File: config.mk
export PLATFORM = sky130hd
export DESIGN_NAME = pds_supervisor
export DESIGN_NICKNAME = d
export VERILOG_FILES = /design/src/inc/pds_pkg.sv /design/src/core/pds_supervisor.sv
export VERILOG_INCLUDE_DIRS = /design/src /design/src/inc
export SDC_FILE = /design/constraint.sdc
export NUM_CORES = 1
export LEC_CHECK = 0
export BUFFER_PORTS_ARGS = -buffer_cell sky130_fd_sc_hd__buf_2
export CAP_MARGIN = 10
export CORE_ASPECT_RATIO = 0.6
export CORE_MARGIN = 1.5
export CORE_UTILIZATION = 35
export CTS_CLUSTER_SIZE = 14
export DETAILED_ROUTE_END_ITERATION = 10
export GPL_TIMING_DRIVEN = 1
export HOLD_SLACK_MARGIN = 0.05
export PLACE_DENSITY_LB_ADDON = 0.2
export SYNTH_ARGS = -nofsm -noshare
export SYNTH_HDL_FRONTEND = slang
export SYNTH_SLANG_ARGS = --single-unit
File: constraint.sdc
create_clock -name i_mclk -period 14.02 [get_ports i_mclk]
set_clock_uncertainty 0.1 [all_clocks]
set_input_delay 2.804 -clock i_mclk [delete_from_list [all_inputs] [get_ports i_mclk]]
set_output_delay 2.804 -clock i_mclk [all_outputs]
set_load 0.005 [all_outputs]
File: src/inc/pds_cfg.svh
`ifndef PDS_CFG_SVH
`define PDS_CFG_SVH
// clock and time bases
`define PDS_CLK_NS 40
`define PDS_MS_NS 1000000
`define PDS_MS_CYC (`PDS_MS_NS / `PDS_CLK_NS)
`define PDS_RESTART_MS 8'h64
`define PDS_SS_MS 8'h02
`define PDS_HOFF_MS (8'h03 * `PDS_SS_MS)
// overcurrent filter
`define PDS_OC_EOC 4'hF
`define PDS_CLN_LAST 4'hE
// reference step in code units of 25 mV
`define PDS_STEP_BIG 8'h02
`define PDS_STEP_SMALL 8'h01
// register offsets
`define PDS_A_SYS 6'h00
`define PDS_A_HCP 6'h01
`define PDS_A_MASK 6'h02
`define PDS_A_FLAG 6'h03
`define PDS_A_DIV 6'h04
`define PDS_A_RDLY 6'h05
`define PDS_A_SEQ 6'h06
`define PDS_A_STAT 6'h07
`define PDS_A_VACT 6'h10
`define PDS_A_VPRF 6'h18
`define PDS_A_VLP 6'h20
`define PDS_A_VREF 6'h28
// field positions
`define PDS_SYS_UNMASK 0
`define PDS_SYS_HYST 1
`define PDS_FLG_TSD 0
`define PDS_FLG_TWARN 1
`define PDS_FLG_OC 2
// reset values
`define PDS_SYS_RST 8'h00
`define PDS_HCP_RST 4'h0
`define PDS_MASK_RST 3'h0
`define PDS_DIV_RST 8'h0F
`define PDS_RDLY_RST 8'h0A
`define PDS_SEQ_RST 6'h3F
`define PDS_VACT_RST 8'h28
`define PDS_VLP_RST 8'h20
`define PDS_PIN_RST 4'h8
`endif

File: src/inc/pds_pkg.sv
package pds_pkg;
  typedef enum logic [2:0] {
    SUP_IDLE = 3'b000,
    SUP_START = 3'b001,
    SUP_RUN = 3'b010,
    SUP_TSD = 3'b011,
    SUP_WAIT = 3'b100
  } pds_sup_t;
  typedef enum logic [1:0] {
    MD_ACT = 2'b00,
    MD_PERF = 2'b01,
    MD_LOWP = 2'b10
  } pds_mode_t;
  typedef struct packed {
    logic [3:0] high_side_overcurrent;
    logic [3:0] hs_on;
    logic [3:0] fb_low;
    logic [5:0] pg_raw;
    logic vdiff_low;
    logic tsd;
    logic twarn;
  } pds_ana_t;
  typedef struct packed {
    logic [5:0] en;
    logic [3:0] forced_pwm;
    logic [1:0] dischg;
    logic [3:0] foldback;
    logic [3:0] ontime_end;
    logic hyst;
  } pds_ctl_t;
  typedef logic [5:0][7:0] pds_vset_t;
endpackage : pds_pkg

File: src/core/pds_supervisor.sv
`timescale 1ns/1ps
`include "pds_cfg.svh"
// Contract
// - ramp reference to new target in 25 mV steps, 50 mV on rail 0 and LDOs.
// - same ramp when a target register is rewritten without mode change.
// - ramp step rate is a programmable division of the switching clock.
// - bucks run forced pwm while their reference ramps either way.
// - LDO discharge load on while its reference ramps down.
// - power good output frozen while its channel ramps.
// - perf request pin reads as zero unless perf_pin_unmask set.
// - restarts keep unmask and perf levels; perf entered at reset release.
// - unprogrammed perf level falls back to the active level.
// - low power request with hold and no perf wins; later perf ignored.
// - perf first keeps perf mode; host must drop perf for low power.
// - rail 0 hysteretic mode only when enabled and headroom is low.
// - thermal shutdown stops all rails, resets host, flags interrupt.
// - after shutdown clears, wait 100 ms then restart on its own.
// - thermal warning only raises the interrupt flag.
// - foldback when high side limit hits with feedback under 500 mV.
// - every high side event on an enabled buck ends on-time and bumps a 4-bit counter that holds at 15.
// - counter at end of count with power good low trips hiccup.
// - hiccup without per-channel enable stops all, resets, restarts after 100 ms.
// - hiccup with per-channel enable stops that buck only; sequence rail resets host.
// - hiccup rail off three soft starts; reset released after delay.
// - overcurrent counter clears after 15 clean turn-on pulses in a row.
module pds_supervisor
  import pds_pkg::*;
#(
  parameter int MS_CYCLES = `PDS_MS_CYC
)
(
  // clock and reset
  input wire logic i_mclk,
  input wire logic i_srst,
  // register port
  input wire logic [5:0] i_addr,
  input wire logic [7:0] i_wdata,
  input wire logic i_wr,
  input wire logic i_rd,
  output logic [7:0] o_rdata,
  // host pins
  input wire logic i_perf_request_pin,
  input wire logic i_low_power_request_pin,
  input wire logic i_power_hold_pin,
  input wire logic i_start_request_n,
  output logic o_reset_out_n,
  output logic o_irq_out_n,
  // regulator channels
  input wire pds_ana_t i_ana,
  output pds_ctl_t o_ctl,
  output pds_vset_t o_vref,
  output logic [5:0] o_power_good
);
  logic [3:0] pin_s1_ff, pin_s2_ff, pin_s3_ff, pin_ff;
  logic [7:0] sys_ff, div_ff, rdly_ff, ramp_cnt_ff, sup_cnt_ff, nxt_sup_cnt;
  logic [3:0] hcp_ff, hic_w, trig_w, nxt_fold;
  logic [2:0] mask_ff, flag_ff, nxt_flag, flag_set;
  logic [5:0] seq_ff, prf_set_ff, ramping_w, nxt_pg;
  logic [14:0] ms_cnt_ff;
  logic ms_tick_ff, ramp_tick, twarn_d_ff, perf_i, lp_c, hold_c, seq_ok;
  logic run_on, glob_hic;
  logic [7:0] vact_ff [6];
  logic [7:0] vprf_ff [6];
  logic [7:0] vlp_ff [6];
  logic [7:0] tgt_w [6];
  logic [7:0] rd_mux;
  pds_vset_t nxt_vref;
  pds_sup_t sup_ff, nxt_sup;
  pds_mode_t mode_ff, nxt_mode;

  // three-stage pin sync; a change counts once stages two and three agree
  always_ff @(posedge i_mclk)
  begin
    if (i_srst)
    begin
      pin_s1_ff <= `PDS_PIN_RST;
      pin_s2_ff <= `PDS_PIN_RST;
      pin_s3_ff <= `PDS_PIN_RST;
      pin_ff <= `PDS_PIN_RST;
    end
    else
    begin
      pin_s1_ff <= {i_start_request_n, i_power_hold_pin, i_low_power_request_pin,
                    i_perf_request_pin};
      pin_s2_ff <= pin_s1_ff;
      pin_s3_ff <= pin_s2_ff;
      pin_ff <= (pin_s3_ff & ~(pin_s2_ff ^ pin_s3_ff)) | (pin_ff & (pin_s2_ff ^ pin_s3_ff));
    end
  end

  assign perf_i = pin_ff[0] & sys_ff[`PDS_SYS_UNMASK];
  assign lp_c = pin_ff[1];
  assign hold_c = pin_ff[2];

  // configuration; only i_srst clears it, fault restarts leave it alone
  always_ff @(posedge i_mclk)
  begin
    if (i_srst)
    begin
      sys_ff <= `PDS_SYS_RST;
      hcp_ff <= `PDS_HCP_RST;
      mask_ff <= `PDS_MASK_RST;
      div_ff <= `PDS_DIV_RST;
      rdly_ff <= `PDS_RDLY_RST;
      seq_ff <= `PDS_SEQ_RST;
    end
    else if (i_wr)
    begin
      if (i_addr == `PDS_A_SYS) sys_ff <= i_wdata;
      if (i_addr == `PDS_A_HCP) hcp_ff <= i_wdata[3:0];
      if (i_addr == `PDS_A_MASK) mask_ff <= i_wdata[2:0];
      if (i_addr == `PDS_A_DIV) div_ff <= i_wdata;
      if (i_addr == `PDS_A_RDLY) rdly_ff <= i_wdata;
      if (i_addr == `PDS_A_SEQ) seq_ff <= i_wdata[5:0];
    end
  end

  // sticky fault flags, write one to clear; a new event beats the clear
  assign nxt_flag = (flag_ff & ~((i_wr && i_addr == `PDS_A_FLAG) ? i_wdata[2:0] : 3'h0))
                    | flag_set;
  always_ff @(posedge i_mclk)
  begin
    if (i_srst)
    begin
      flag_ff <= 3'h0;
      twarn_d_ff <= 1'b0;
      o_irq_out_n <= 1'b1;
    end
    else
    begin
      flag_ff <= nxt_flag;
      twarn_d_ff <= i_ana.twarn;
      o_irq_out_n <= ~|(nxt_flag & ~mask_ff);
    end
  end

  // millisecond and ramp-step timebases, both from the switching clock
  always_ff @(posedge i_mclk)
  begin
    if (i_srst)
    begin
      ms_cnt_ff <= 15'h0000;
      ms_tick_ff <= 1'b0;
      ramp_cnt_ff <= 8'h00;
    end
    else
    begin
      ms_tick_ff <= (ms_cnt_ff == 15'(MS_CYCLES - 1));
      ms_cnt_ff <= (ms_cnt_ff == 15'(MS_CYCLES - 1)) ? 15'h0000 : ms_cnt_ff + 15'h0001;
      ramp_cnt_ff <= ramp_tick ? 8'h00 : ramp_cnt_ff + 8'h01;
    end
  end
  assign ramp_tick = (ramp_cnt_ff >= div_ff);

  // supervisor: start-up, run, thermal stop, restart wait
  assign seq_ok = (&(~seq_ff | i_ana.pg_raw)) && !(|(hic_w & seq_ff[3:0]));
  assign glob_hic = |(trig_w & ~hcp_ff);
  always_comb
  begin
    nxt_sup = sup_ff;
    nxt_sup_cnt = sup_cnt_ff;
    unique case (sup_ff)
      SUP_IDLE:
      begin
        nxt_sup_cnt = 8'h00;
        if (!pin_ff[3] || hold_c) nxt_sup = SUP_START;
      end
      SUP_START:
      begin
        if (!seq_ok) nxt_sup_cnt = 8'h00;
        else if (ms_tick_ff)
        begin
          if (sup_cnt_ff >= rdly_ff) nxt_sup = SUP_RUN;
          else nxt_sup_cnt = sup_cnt_ff + 8'h01;
        end
      end
      SUP_RUN:
      begin
        nxt_sup_cnt = 8'h00;
        if (|(hic_w & seq_ff[3:0])) nxt_sup = SUP_START;
      end
      SUP_TSD:
      begin
        nxt_sup_cnt = 8'h00;
        if (!i_ana.tsd) nxt_sup = SUP_WAIT;
      end
      SUP_WAIT:
      begin
        if (ms_tick_ff)
        begin
          if (sup_cnt_ff == `PDS_RESTART_MS - 8'h01)
          begin
            nxt_sup = SUP_START;
            nxt_sup_cnt = 8'h00;
          end
          else nxt_sup_cnt = sup_cnt_ff + 8'h01;
        end
      end
      default:
      begin
        nxt_sup = SUP_IDLE;
        nxt_sup_cnt = 8'h00;
      end
    endcase
    if (sup_ff != SUP_IDLE && glob_hic)
    begin
      nxt_sup = SUP_WAIT;
      nxt_sup_cnt = 8'h00;
    end
    if (sup_ff != SUP_IDLE && i_ana.tsd)
    begin
      nxt_sup = SUP_TSD;
      nxt_sup_cnt = 8'h00;
    end
  end
  assign run_on = (nxt_sup == SUP_START) || (nxt_sup == SUP_RUN);

  always_ff @(posedge i_mclk)
  begin
    if (i_srst)
    begin
      sup_ff <= SUP_IDLE;
      sup_cnt_ff <= 8'h00;
      o_reset_out_n <= 1'b0;
    end
    else
    begin
      sup_ff <= nxt_sup;
      sup_cnt_ff <= nxt_sup_cnt;
      o_reset_out_n <= (nxt_sup == SUP_RUN);
    end
  end

  // irq events: thermal stop, thermal warning, any global hiccup or a local hiccup on a sequence rail
  assign flag_set = {glob_hic || |(trig_w & hcp_ff & seq_ff[3:0]),
                     i_ana.twarn & ~twarn_d_ff,
                     (nxt_sup == SUP_TSD) && (sup_ff != SUP_TSD)};

  // power mode; held at active until reset_out_n is released
  always_comb
  begin
    nxt_mode = mode_ff;
    if (sup_ff != SUP_RUN || !o_reset_out_n) nxt_mode = MD_ACT;
    else
    begin
      unique case (mode_ff)
        MD_ACT:
        begin
          if (perf_i) nxt_mode = MD_PERF;
          else if (lp_c && hold_c) nxt_mode = MD_LOWP;
        end
        MD_PERF:
        begin
          if (!perf_i) nxt_mode = (lp_c && hold_c) ? MD_LOWP : MD_ACT;
        end
        MD_LOWP:
        begin
          if (!lp_c) nxt_mode = perf_i ? MD_PERF : MD_ACT;
        end
        default: nxt_mode = MD_ACT;
      endcase
    end
  end
  always_ff @(posedge i_mclk)
  begin
    if (i_srst) mode_ff <= MD_ACT;
    else mode_ff <= nxt_mode;
  end

  genvar g;
  // per-rail targets and reference ramp
  for (g = 0; g < 6; g++)
  begin : g_rail
    localparam logic [7:0] STEP = (g == 0 || g >= 4) ? `PDS_STEP_BIG : `PDS_STEP_SMALL;
    always_ff @(posedge i_mclk)
    begin
      if (i_srst)
      begin
        vact_ff[g] <= `PDS_VACT_RST;
        vprf_ff[g] <= `PDS_VACT_RST;
        vlp_ff[g] <= `PDS_VLP_RST;
        prf_set_ff[g] <= 1'b0;
      end
      else if (i_wr)
      begin
        if (i_addr == `PDS_A_VACT + 6'(g)) vact_ff[g] <= i_wdata;
        if (i_addr == `PDS_A_VLP + 6'(g)) vlp_ff[g] <= i_wdata;
        if (i_addr == `PDS_A_VPRF + 6'(g))
        begin
          vprf_ff[g] <= i_wdata;
          prf_set_ff[g] <= 1'b1;
        end
      end
    end
    assign tgt_w[g] = (mode_ff == MD_PERF) ? (prf_set_ff[g] ? vprf_ff[g] : vact_ff[g])
                    : (mode_ff == MD_LOWP) ? vlp_ff[g] : vact_ff[g];
    assign ramping_w[g] = o_ctl.en[g] && (o_vref[g] != tgt_w[g]);
    // off rails park at zero so a re-enable is a soft start ramp
    always_comb
    begin
      nxt_vref[g] = o_vref[g];
      if (!o_ctl.en[g]) nxt_vref[g] = 8'h00;
      else if (ramp_tick && o_vref[g] < tgt_w[g])
        nxt_vref[g] = (tgt_w[g] - o_vref[g] > STEP) ? o_vref[g] + STEP : tgt_w[g];
      else if (ramp_tick && o_vref[g] > tgt_w[g])
        nxt_vref[g] = (o_vref[g] - tgt_w[g] > STEP) ? o_vref[g] - STEP : tgt_w[g];
    end
    assign nxt_pg[g] = ramping_w[g] ? o_power_good[g] : i_ana.pg_raw[g];
  end

  // per-buck overcurrent filter and hiccup
  for (g = 0; g < 4; g++)
  begin : g_buck
    logic [3:0] oc_cnt_ff, cln_cnt_ff;
    logic [7:0] hoff_cnt_ff;
    logic hic_ff;
    assign trig_w[g] = o_ctl.en[g] && oc_cnt_ff == `PDS_OC_EOC && !i_ana.pg_raw[g];
    assign hic_w[g] = hic_ff;
    always_ff @(posedge i_mclk)
    begin
      if (i_srst || !o_ctl.en[g])
      begin
        oc_cnt_ff <= 4'h0;
        cln_cnt_ff <= 4'h0;
      end
      else if (i_ana.high_side_overcurrent[g])
      begin
        if (oc_cnt_ff != `PDS_OC_EOC) oc_cnt_ff <= oc_cnt_ff + 4'h1;
        cln_cnt_ff <= 4'h0;
      end
      else if (i_ana.hs_on[g])
      begin
        if (cln_cnt_ff == `PDS_CLN_LAST)
        begin
          oc_cnt_ff <= 4'h0;
          cln_cnt_ff <= 4'h0;
        end
        else cln_cnt_ff <= cln_cnt_ff + 4'h1;
      end
    end
    // local hiccup off time counted in ms; a global stop drops it
    always_ff @(posedge i_mclk)
    begin
      if (i_srst || !run_on)
      begin
        hic_ff <= 1'b0;
        hoff_cnt_ff <= 8'h00;
      end
      else if (!hic_ff)
      begin
        hic_ff <= trig_w[g] && hcp_ff[g];
        hoff_cnt_ff <= 8'h00;
      end
      else if (ms_tick_ff)
      begin
        if (hoff_cnt_ff == `PDS_HOFF_MS - 8'h01) hic_ff <= 1'b0;
        hoff_cnt_ff <= hoff_cnt_ff + 8'h01;
      end
    end
    assign nxt_fold[g] = (i_ana.high_side_overcurrent[g] && i_ana.fb_low[g])
                       || (o_ctl.foldback[g] && i_ana.fb_low[g]);
  end

  // channel outputs
  always_ff @(posedge i_mclk)
  begin
    if (i_srst)
    begin
      o_ctl <= '0;
      o_vref <= '0;
      o_power_good <= 6'h00;
    end
    else
    begin
      o_ctl.en <= {6{run_on}} & {2'b11, ~(hic_w | (trig_w & hcp_ff))};
      o_ctl.forced_pwm <= ramping_w[3:0];
      o_ctl.dischg <= ramping_w[5:4] & {o_vref[5] > tgt_w[5], o_vref[4] > tgt_w[4]};
      o_ctl.foldback <= nxt_fold;
      o_ctl.ontime_end <= i_ana.high_side_overcurrent & o_ctl.en[3:0];
      // analog keeps the 2.9 % band; logic only gates entry on the hyst bit, rail 0 enable, no ramp and low headroom
      o_ctl.hyst <= sys_ff[`PDS_SYS_HYST] && i_ana.vdiff_low && o_ctl.en[0]
                    && !ramping_w[0];
      o_vref <= nxt_vref;
      o_power_good <= nxt_pg;
    end
  end

  // read port: data only in the cycle after the strobe
  always_comb
  begin
    rd_mux = 8'h00;
    if (i_addr[2:0] < 3'h6)
    begin
      if (i_addr[5:3] == 3'(`PDS_A_VACT >> 3)) rd_mux = vact_ff[i_addr[2:0]];
      if (i_addr[5:3] == 3'(`PDS_A_VPRF >> 3)) rd_mux = vprf_ff[i_addr[2:0]];
      if (i_addr[5:3] == 3'(`PDS_A_VLP >> 3)) rd_mux = vlp_ff[i_addr[2:0]];
      if (i_addr[5:3] == 3'(`PDS_A_VREF >> 3)) rd_mux = o_vref[i_addr[2:0]];
    end
    if (i_addr == `PDS_A_SYS) rd_mux = sys_ff;
    if (i_addr == `PDS_A_HCP) rd_mux = {hic_w, hcp_ff};
    if (i_addr == `PDS_A_MASK) rd_mux = {5'h00, mask_ff};
    if (i_addr == `PDS_A_FLAG) rd_mux = {5'h00, flag_ff};
    if (i_addr == `PDS_A_DIV) rd_mux = div_ff;
    if (i_addr == `PDS_A_RDLY) rd_mux = rdly_ff;
    if (i_addr == `PDS_A_SEQ) rd_mux = {2'h0, seq_ff};
    if (i_addr == `PDS_A_STAT) rd_mux = {1'b0, sup_ff, 2'h0, mode_ff};
  end
  always_ff @(posedge i_mclk)
  begin
    if (i_srst) o_rdata <= 8'h00;
    else o_rdata <= i_rd ? rd_mux : 8'h00;
  end
endmodule : pds_supervisor

Word-level counts from Yosys, hierarchy flattened. Memory sizes are Yosys's and may differ from the RTL's. Index checks and enable logic that the tools add are counted. W data, S select, Z words.

Add/subtract/negate cells: 39. Order comparisons: 28. Eq/ne operators: 74. Mux-type cells: 206. Bitwise operators: 54. Reduce and logical (&&, ||, !) cells: 136.

Operators with widths (number): $mux W8 (77); $sub A8 B8 Y8 (12); $mux W1 (87); $mux W4 (20); $add A8 B1 Y8 const B (9); $eq A6 B5 Y1 const B (12); $gt A8 B1 Y1 const B (6); $gt A8 B2 Y1 const B (6); $gt A8 B8 Y1 (6); $lt A8 B8 Y1 (6); $ne A8 B8 Y1 (6); $logic_and A1 B1 Y1 (47); $eq A6 B6 Y1 const B (6); $reduce_or A2 Y1 (18); $mux W3 (11); $add A4 B1 Y4 const B (8); $eq A4 B4 Y1 const B (8); $eq A8 B3 Y1 const B (4); $and A4 B4 Y4 (7); $reduce_bool A2 Y1 (14); $add A8 B2 Y8 const B (3); $bmux W8 S3 (1); $eq A6 B3 Y1 const B (4); $reduce_and A2 Y1 (12); 48 further kinds (147).

Register bits after elaboration: 253. RAM bits: 144. Input port bits: 43. Output and inout port bits: 85. Memories: 3.

Memory list: vact_ff (words 6, bits a word 8, read ports 7, clocked after memory_dff 0, wr ports 6, line pds_supervisor.sv:62) `logic [7:0] vact_ff [6];`; vlp_ff (words 6, bits a word 8, read ports 7, clocked after memory_dff 0, wr ports 6, line pds_supervisor.sv:64) `logic [7:0] vlp_ff [6];`; vprf_ff (words 6, bits a word 8, read ports 7, clocked after memory_dff 0, wr ports 6, line pds_supervisor.sv:63) `logic [7:0] vprf_ff [6];`.

Logic depth before layout (Yosys ltp).
Depth after elaboration: 14. Mapped depth: 20. Gate-level depth less buffers: 16.

Least setup slack after synthesis. No wires, ideal clock.

Kind: input port to flip-flop. Start point: input port i_addr[5]. End point: memory vlp_ff[4][0], enable pin. Library setup time: 0.384 ns. Arrival: 4.596 ns. Required time: 13.536 ns. Path slack: 8.940 ns. Cell stages on the path: 6. Buffers on the path: 2. Cell sequence: clkbuf_1 > nor2b_1 > clkbuf_1 > nand2_1 > or2_2 > o21ai_0.

RTL lines: start: declaration (line pds_supervisor.sv:36) `input wire logic [5:0] i_addr,`; end: declaration (line pds_supervisor.sv:64).

Final worst setup path.
Start point: register mode_ff[1]. End point: register o_vref[9] (netlist bit).

Cells in the longest elaborated chain, start to end: 8.

RTL lines: start: declaration (line pds_supervisor.sv:69) `pds_mode_t mode_ff, nxt_mode;`; start signal: assignment (line pds_supervisor.sv:267) `else mode_ff <= nxt_mode;`; $eq A2 B2 Y1 (line pds_supervisor.sv:296) `: (mode_ff == MD_LOWP) ? vlp_ff[g] : vact_ff[g];`; $mux W8 (line pds_supervisor.sv:296); $mux W8 * (line pds_supervisor.sv:295) `assign tgt_w[g] = (mode_ff == MD_PERF) ? (prf_set_ff[g] ? vprf_ff[g] : vact_ff[g])`; $sub A8 B8 Y8 (line pds_supervisor.sv:306) `nxt_vref[g] = (o_vref[g] - tgt_w[g] > STEP) ? o_vref[g] - STEP : tgt_w[g];`; $gt A8 B1 Y1 (line pds_supervisor.sv:306); $mux W8 (line pds_supervisor.sv:306); $mux W8 (line pds_supervisor.sv:305) `else if (ramp_tick && o_vref[g] > tgt_w[g])`; $mux W8 (line pds_supervisor.sv:303) `else if (ramp_tick && o_vref[g] < tgt_w[g])`; end signal: assignment (line pds_supervisor.sv:383) `o_vref <= nxt_vref;`; end: declaration (line pds_supervisor.sv:51) `output pds_vset_t o_vref,`.

Mark *: on every way between the ends. The rest lies on a longest branch, timed or not. The select of a mux whose other input is x is not followed. A chain may end at the register's enable or synchronous reset.

==> results.json <==
{
  "grt_use_total": 0.255,
  "crit_path_max_incr_delay_ps": 740,
  "yosys_register_bits": 396,
  "worst_pin_slew_ps": 1270,
  "path_class": "register to register",
  "core_area_sq_mm": 0.0739,
  "drt_pass_1_iters": 9,
  "p_leak_nw": 11.3,
  "number_of_antenna_violations_at_the_first_check_in_global_routing": 6,
  "critical_path.endpoint_type": "register",
  "detail_route.wirelength_um": 100000,
  "timing.critical_path.fanout_max": 46,
  "p_per_area_mw_per_mm2": 95.3,
  "result_of_the_run": "finished with violations",
  "grt_pass1_wl_um": 147000,
  "fmax_ghz": 0.169,
  "cts.hold.buffers_added": 0,
  "yosys_warning_total": 0,
  "fin_tns_setup_ps": 0,
  "cts_htree_levels": 2,
  "number_of_clock_sinks": 396,
  "cts_root_buffer": "sky130_fd_sc_hd__clkbuf_16",
  "worstPathCellList": "buf_4, nand2b_1, mux2_2, a21oi_1, inv_1, ha_1, and3_1, o21ai_0, a21oi_1, a2111oi_2, nor2b_1, nor3_1, a2111oi_0, a211oi_1",
  "grt_overflow_total": 0,
  "vdd.ir_drop.worst_mv": 0.0760,
  "drt_iter0_markers": 3327,
  "die_height_um": 215,
  "synth.net_count": 3173,
  "viasPerCell": 6.00,
  "period_needed_ps": 5930,
  "cts-buffers-inserted": 43,
  "vias": 24300,
  "syn_area_cell_sq_um": 8.78,
  "total_setup_buffers_inserted_after_cts": 0,
  "drt_drc": 12,
  "port_buffers": 127,
  "critPathMostFrequentCell": "sky130_fd_sc_hd__a21oi_1",
  "routed-wl-met2_um": 38600,
  "register_area_share_after_synthesis": 0.358,
  "setup_violations": 0,
  "drtAntennaViolNets": 0,
  "gpl.final_weighted_congestion": 0.994,
  "worst-endpoint-required_ps": 14350,
  "grt_max_degree": 66,
  "detail_route.wirelength.met1_um": 48700,
  "drv.max_cap_violation_count": 0,
  "clkSlewWorstSetupHoldPaths_ps": 80,
  "final.period_utilization": 0.423,
  "routed.top_layer": "met5",
  "final_layout_size_suffix_gt1_frac": 0.112,
  "crit_slowest_cell": "sky130_fd_sc_hd__dfxtp_4",
  "tritoncts": "done",
  "rsz0062_at_grt": "false",
  "worst-path-buf-inv": 2,
  "post_drt_wl_per_cell_um": 24.8,
  "clk_path_buf_depth": 3,
  "design.portCount": 128,
  "die_area_sq_mm": 0.0766,
  "synth_cell_type_count": 88,
  "violations": "DRC",
  "post_cts_resize_count": 0,
  "layout-area-overhead-vs-synth_pct": 11.0,
  "grt_pass1_vias": 22000,
  "floorplan.initialDensity": 0.355,
  "dr_wl_met3_um": 11400,
  "async_reset_ff_frac": 0,
  "cpLargestDelayFamily": "compound AO/OA/AOI/OAI gates",
  "timing_max_transition_violations_final": 0,
  "placed_wire_length_estimate_um": 74800,
  "place_worst_setup_slack_ps": 7780,
  "post_synthesis_cells": 2985,
  "floorplan.rows": 77,
  "crit_path_start_kind": "register",
  "horizontal_die_dimension_um": 356,
  "finalNetCount": 3212,
  "syn-cell-area_sq_mm": 0.0262,
  "slew-limit-headroom": 0.144,
  "timing.final.ws_setup_ps": 8090,
  "arrival_ps": 6260,
  "synthFlopType": "sky130_fd_sc_hd__dfxtp_1",
  "insertion_delay_to_the_later_sink_of_the_worst_skew_pair_ps": 600,
  "hp-class": "register to register",
  "finalHoldViolCount": 0,
  "synth_edf_count": 144
}
per-stage QoR:
| step | hold slack (ps) | cell area (sq um) | utilization | power, W | std cells |
|---|---|---|---|---|---|
| global placement | 296 | 27600 | 0.374 | 0.00160 | 3961 |
| global route | 329 | 29100 | 0.394 | 0.00287 | 4045 |
| floorplan | 289 | 26200 | - | 0.00147 | 2985 |
| finish | 316 | 29100 | 0.394 | 0.00277 | 4046 |
| detailed placement | 299 | 27600 | 0.374 | 0.00160 | 3964 |
| CTS | 314 | 29100 | 0.393 | 0.00278 | 4043 |
cell usage after synthesis, drive strengths merged (11+ instances only):
| master | instances | area share |
|---|---|---|
| inv | 153 | 0.022 |
| mux2i | 104 | 0.040 |
| nor2b | 73 | 0.017 |
| mux4 | 34 | 0.029 |
| edfxtp | 144 | 0.17 |
| buf | 50 | 0.0093 |
| a22oi | 15 | 0.0043 |
| xor2 | 40 | 0.013 |
| o211ai | 32 | 0.0092 |
| clkbuf | 116 | 0.017 |
| xnor2 | 59 | 0.020 |
| or2 | 11 | 0.0026 |
| a211oi | 53 | 0.015 |
| nor2 | 195 | 0.028 |
| and2 | 141 | 0.034 |
| o21a | 20 | 0.0057 |
| nand2b | 62 | 0.015 |
| nand3 | 119 | 0.023 |
| and3 | 58 | 0.014 |
| mux2 | 47 | 0.020 |
| nor3 | 126 | 0.024 |
| or3 | 18 | 0.0043 |
| o31ai | 15 | 0.0043 |
| ha | 133 | 0.063 |
| nand2 | 224 | 0.032 |
| fa | 12 | 0.0092 |
| a21o | 32 | 0.0092 |
| a31oi | 28 | 0.0067 |
| nand4 | 46 | 0.011 |
| o21ai | 132 | 0.025 |
| a21oi | 196 | 0.038 |
| o22ai | 30 | 0.0072 |
| nor3b | 12 | 0.0034 |
| nor4 | 18 | 0.0043 |
| dfxtp | 252 | 0.19 |
| a221oi | 18 | 0.0060 |
worst register-to-register path, cell delays in order (launching register included):
cell,delay (ps)
sky130_fd_sc_hd__dfxtp_4,740
sky130_fd_sc_hd__buf_4,550
sky130_fd_sc_hd__nand2b_1,520
sky130_fd_sc_hd__mux2_2,390
sky130_fd_sc_hd__a21oi_1,430
sky130_fd_sc_hd__inv_1,100
sky130_fd_sc_hd__ha_1,440
sky130_fd_sc_hd__and3_1,270
sky130_fd_sc_hd__o21ai_0,230
sky130_fd_sc_hd__a21oi_1,150
sky130_fd_sc_hd__a2111oi_2,530
sky130_fd_sc_hd__nor2b_1,710
sky130_fd_sc_hd__nor3_1,110
sky130_fd_sc_hd__a2111oi_0,410
sky130_fd_sc_hd__a211oi_1,90
power breakdown:
group / internal [W] / switching, W / total, W
sequential: 0.00123 / 0.0000520 / 0.00128
clock: 0.000660 / 0.000522 / 0.00118
combinational: 0.000109 / 0.000200 / 0.000309
cell type report:
class,instances,area [sq um]
clock buffers,61,1240
multi-input cells,2266,15600
inverters,157,589
flip-flops and latches,396,9380
diodes,1,2.50
fillers,7358,44800
well taps,987,1230
repair buffers,160,883
clock inverters,18,173
flip-flops by register name (all words and copies together) (netlist names), 16 cells and up, named ones only:
name / flops
vact_ff: 48
vlp_ff: 48
vprf_ff: 48
g_buck.oc_cnt_ff: 16
g_buck.cln_cnt_ff: 16
o_vref: 48
o_ctl: 20
g_buck.hoff_cnt_ff: 32
cell families after synthesis:
kind of cell	Yosys count	share of synthesized area
simple gates	1141	0.224
xor+xnor	99	0.0331
flops	396	0.358
buf+inv	323	0.0484
compound gates	696	0.175
fa+ha+maj	145	0.0727
mux	185	0.0893
layer usage:
metal,GRT usage,vias up
li1,-,11000
met2,0.338,1262
met5,0,-
met1,0.403,11900
met3,0.0659,109
met4,0.0519,4
path summary, 6_finish.rpt:
check                    start           end  slack, ps  cells after the start
setup reg to reg    mode_ff[1]     o_vref[9]       8090                     14
hold reg to reg   pin_s1_ff[3]  pin_s2_ff[3]        320                      1
setup / recovery    mode_ff[1]     o_vref[9]       8090                     14
hold / removal    pin_s1_ff[3]  pin_s2_ff[3]        320                      1
layout by cell type, fill, tap and decap left out, types with 31 or more instances in the layout:
cell type,netlist,routed
sky130_fd_sc_hd__xor2_1,40,40
sky130_fd_sc_hd__nand2b_1,62,62
sky130_fd_sc_hd__a211oi_1,52,52
sky130_fd_sc_hd__o211ai_1,32,32
sky130_fd_sc_hd__nor3_1,126,125
sky130_fd_sc_hd__nand2_1,223,223
sky130_fd_sc_hd__mux2i_1,104,104
sky130_fd_sc_hd__and3_1,58,58
sky130_fd_sc_hd__mux4_2,34,34
sky130_fd_sc_hd__dfxtp_1,252,250
sky130_fd_sc_hd__xnor2_1,59,59
sky130_fd_sc_hd__nor2b_1,73,73
sky130_fd_sc_hd__ha_1,133,133
sky130_fd_sc_hd__edfxtp_1,144,144
sky130_fd_sc_hd__clkbuf_16,0,44
sky130_fd_sc_hd__o21ai_0,129,127
sky130_fd_sc_hd__buf_4,5,32
sky130_fd_sc_hd__nand3_1,119,119
sky130_fd_sc_hd__buf_2,17,127
sky130_fd_sc_hd__nand4_1,46,46
sky130_fd_sc_hd__inv_1,153,153
sky130_fd_sc_hd__and2_1,140,140
sky130_fd_sc_hd__mux2_2,46,46
sky130_fd_sc_hd__a21oi_1,195,195
sky130_fd_sc_hd__a21o_1,31,31
sky130_fd_sc_hd__nor2_1,195,194
Power figures use the tool's default switching activity.
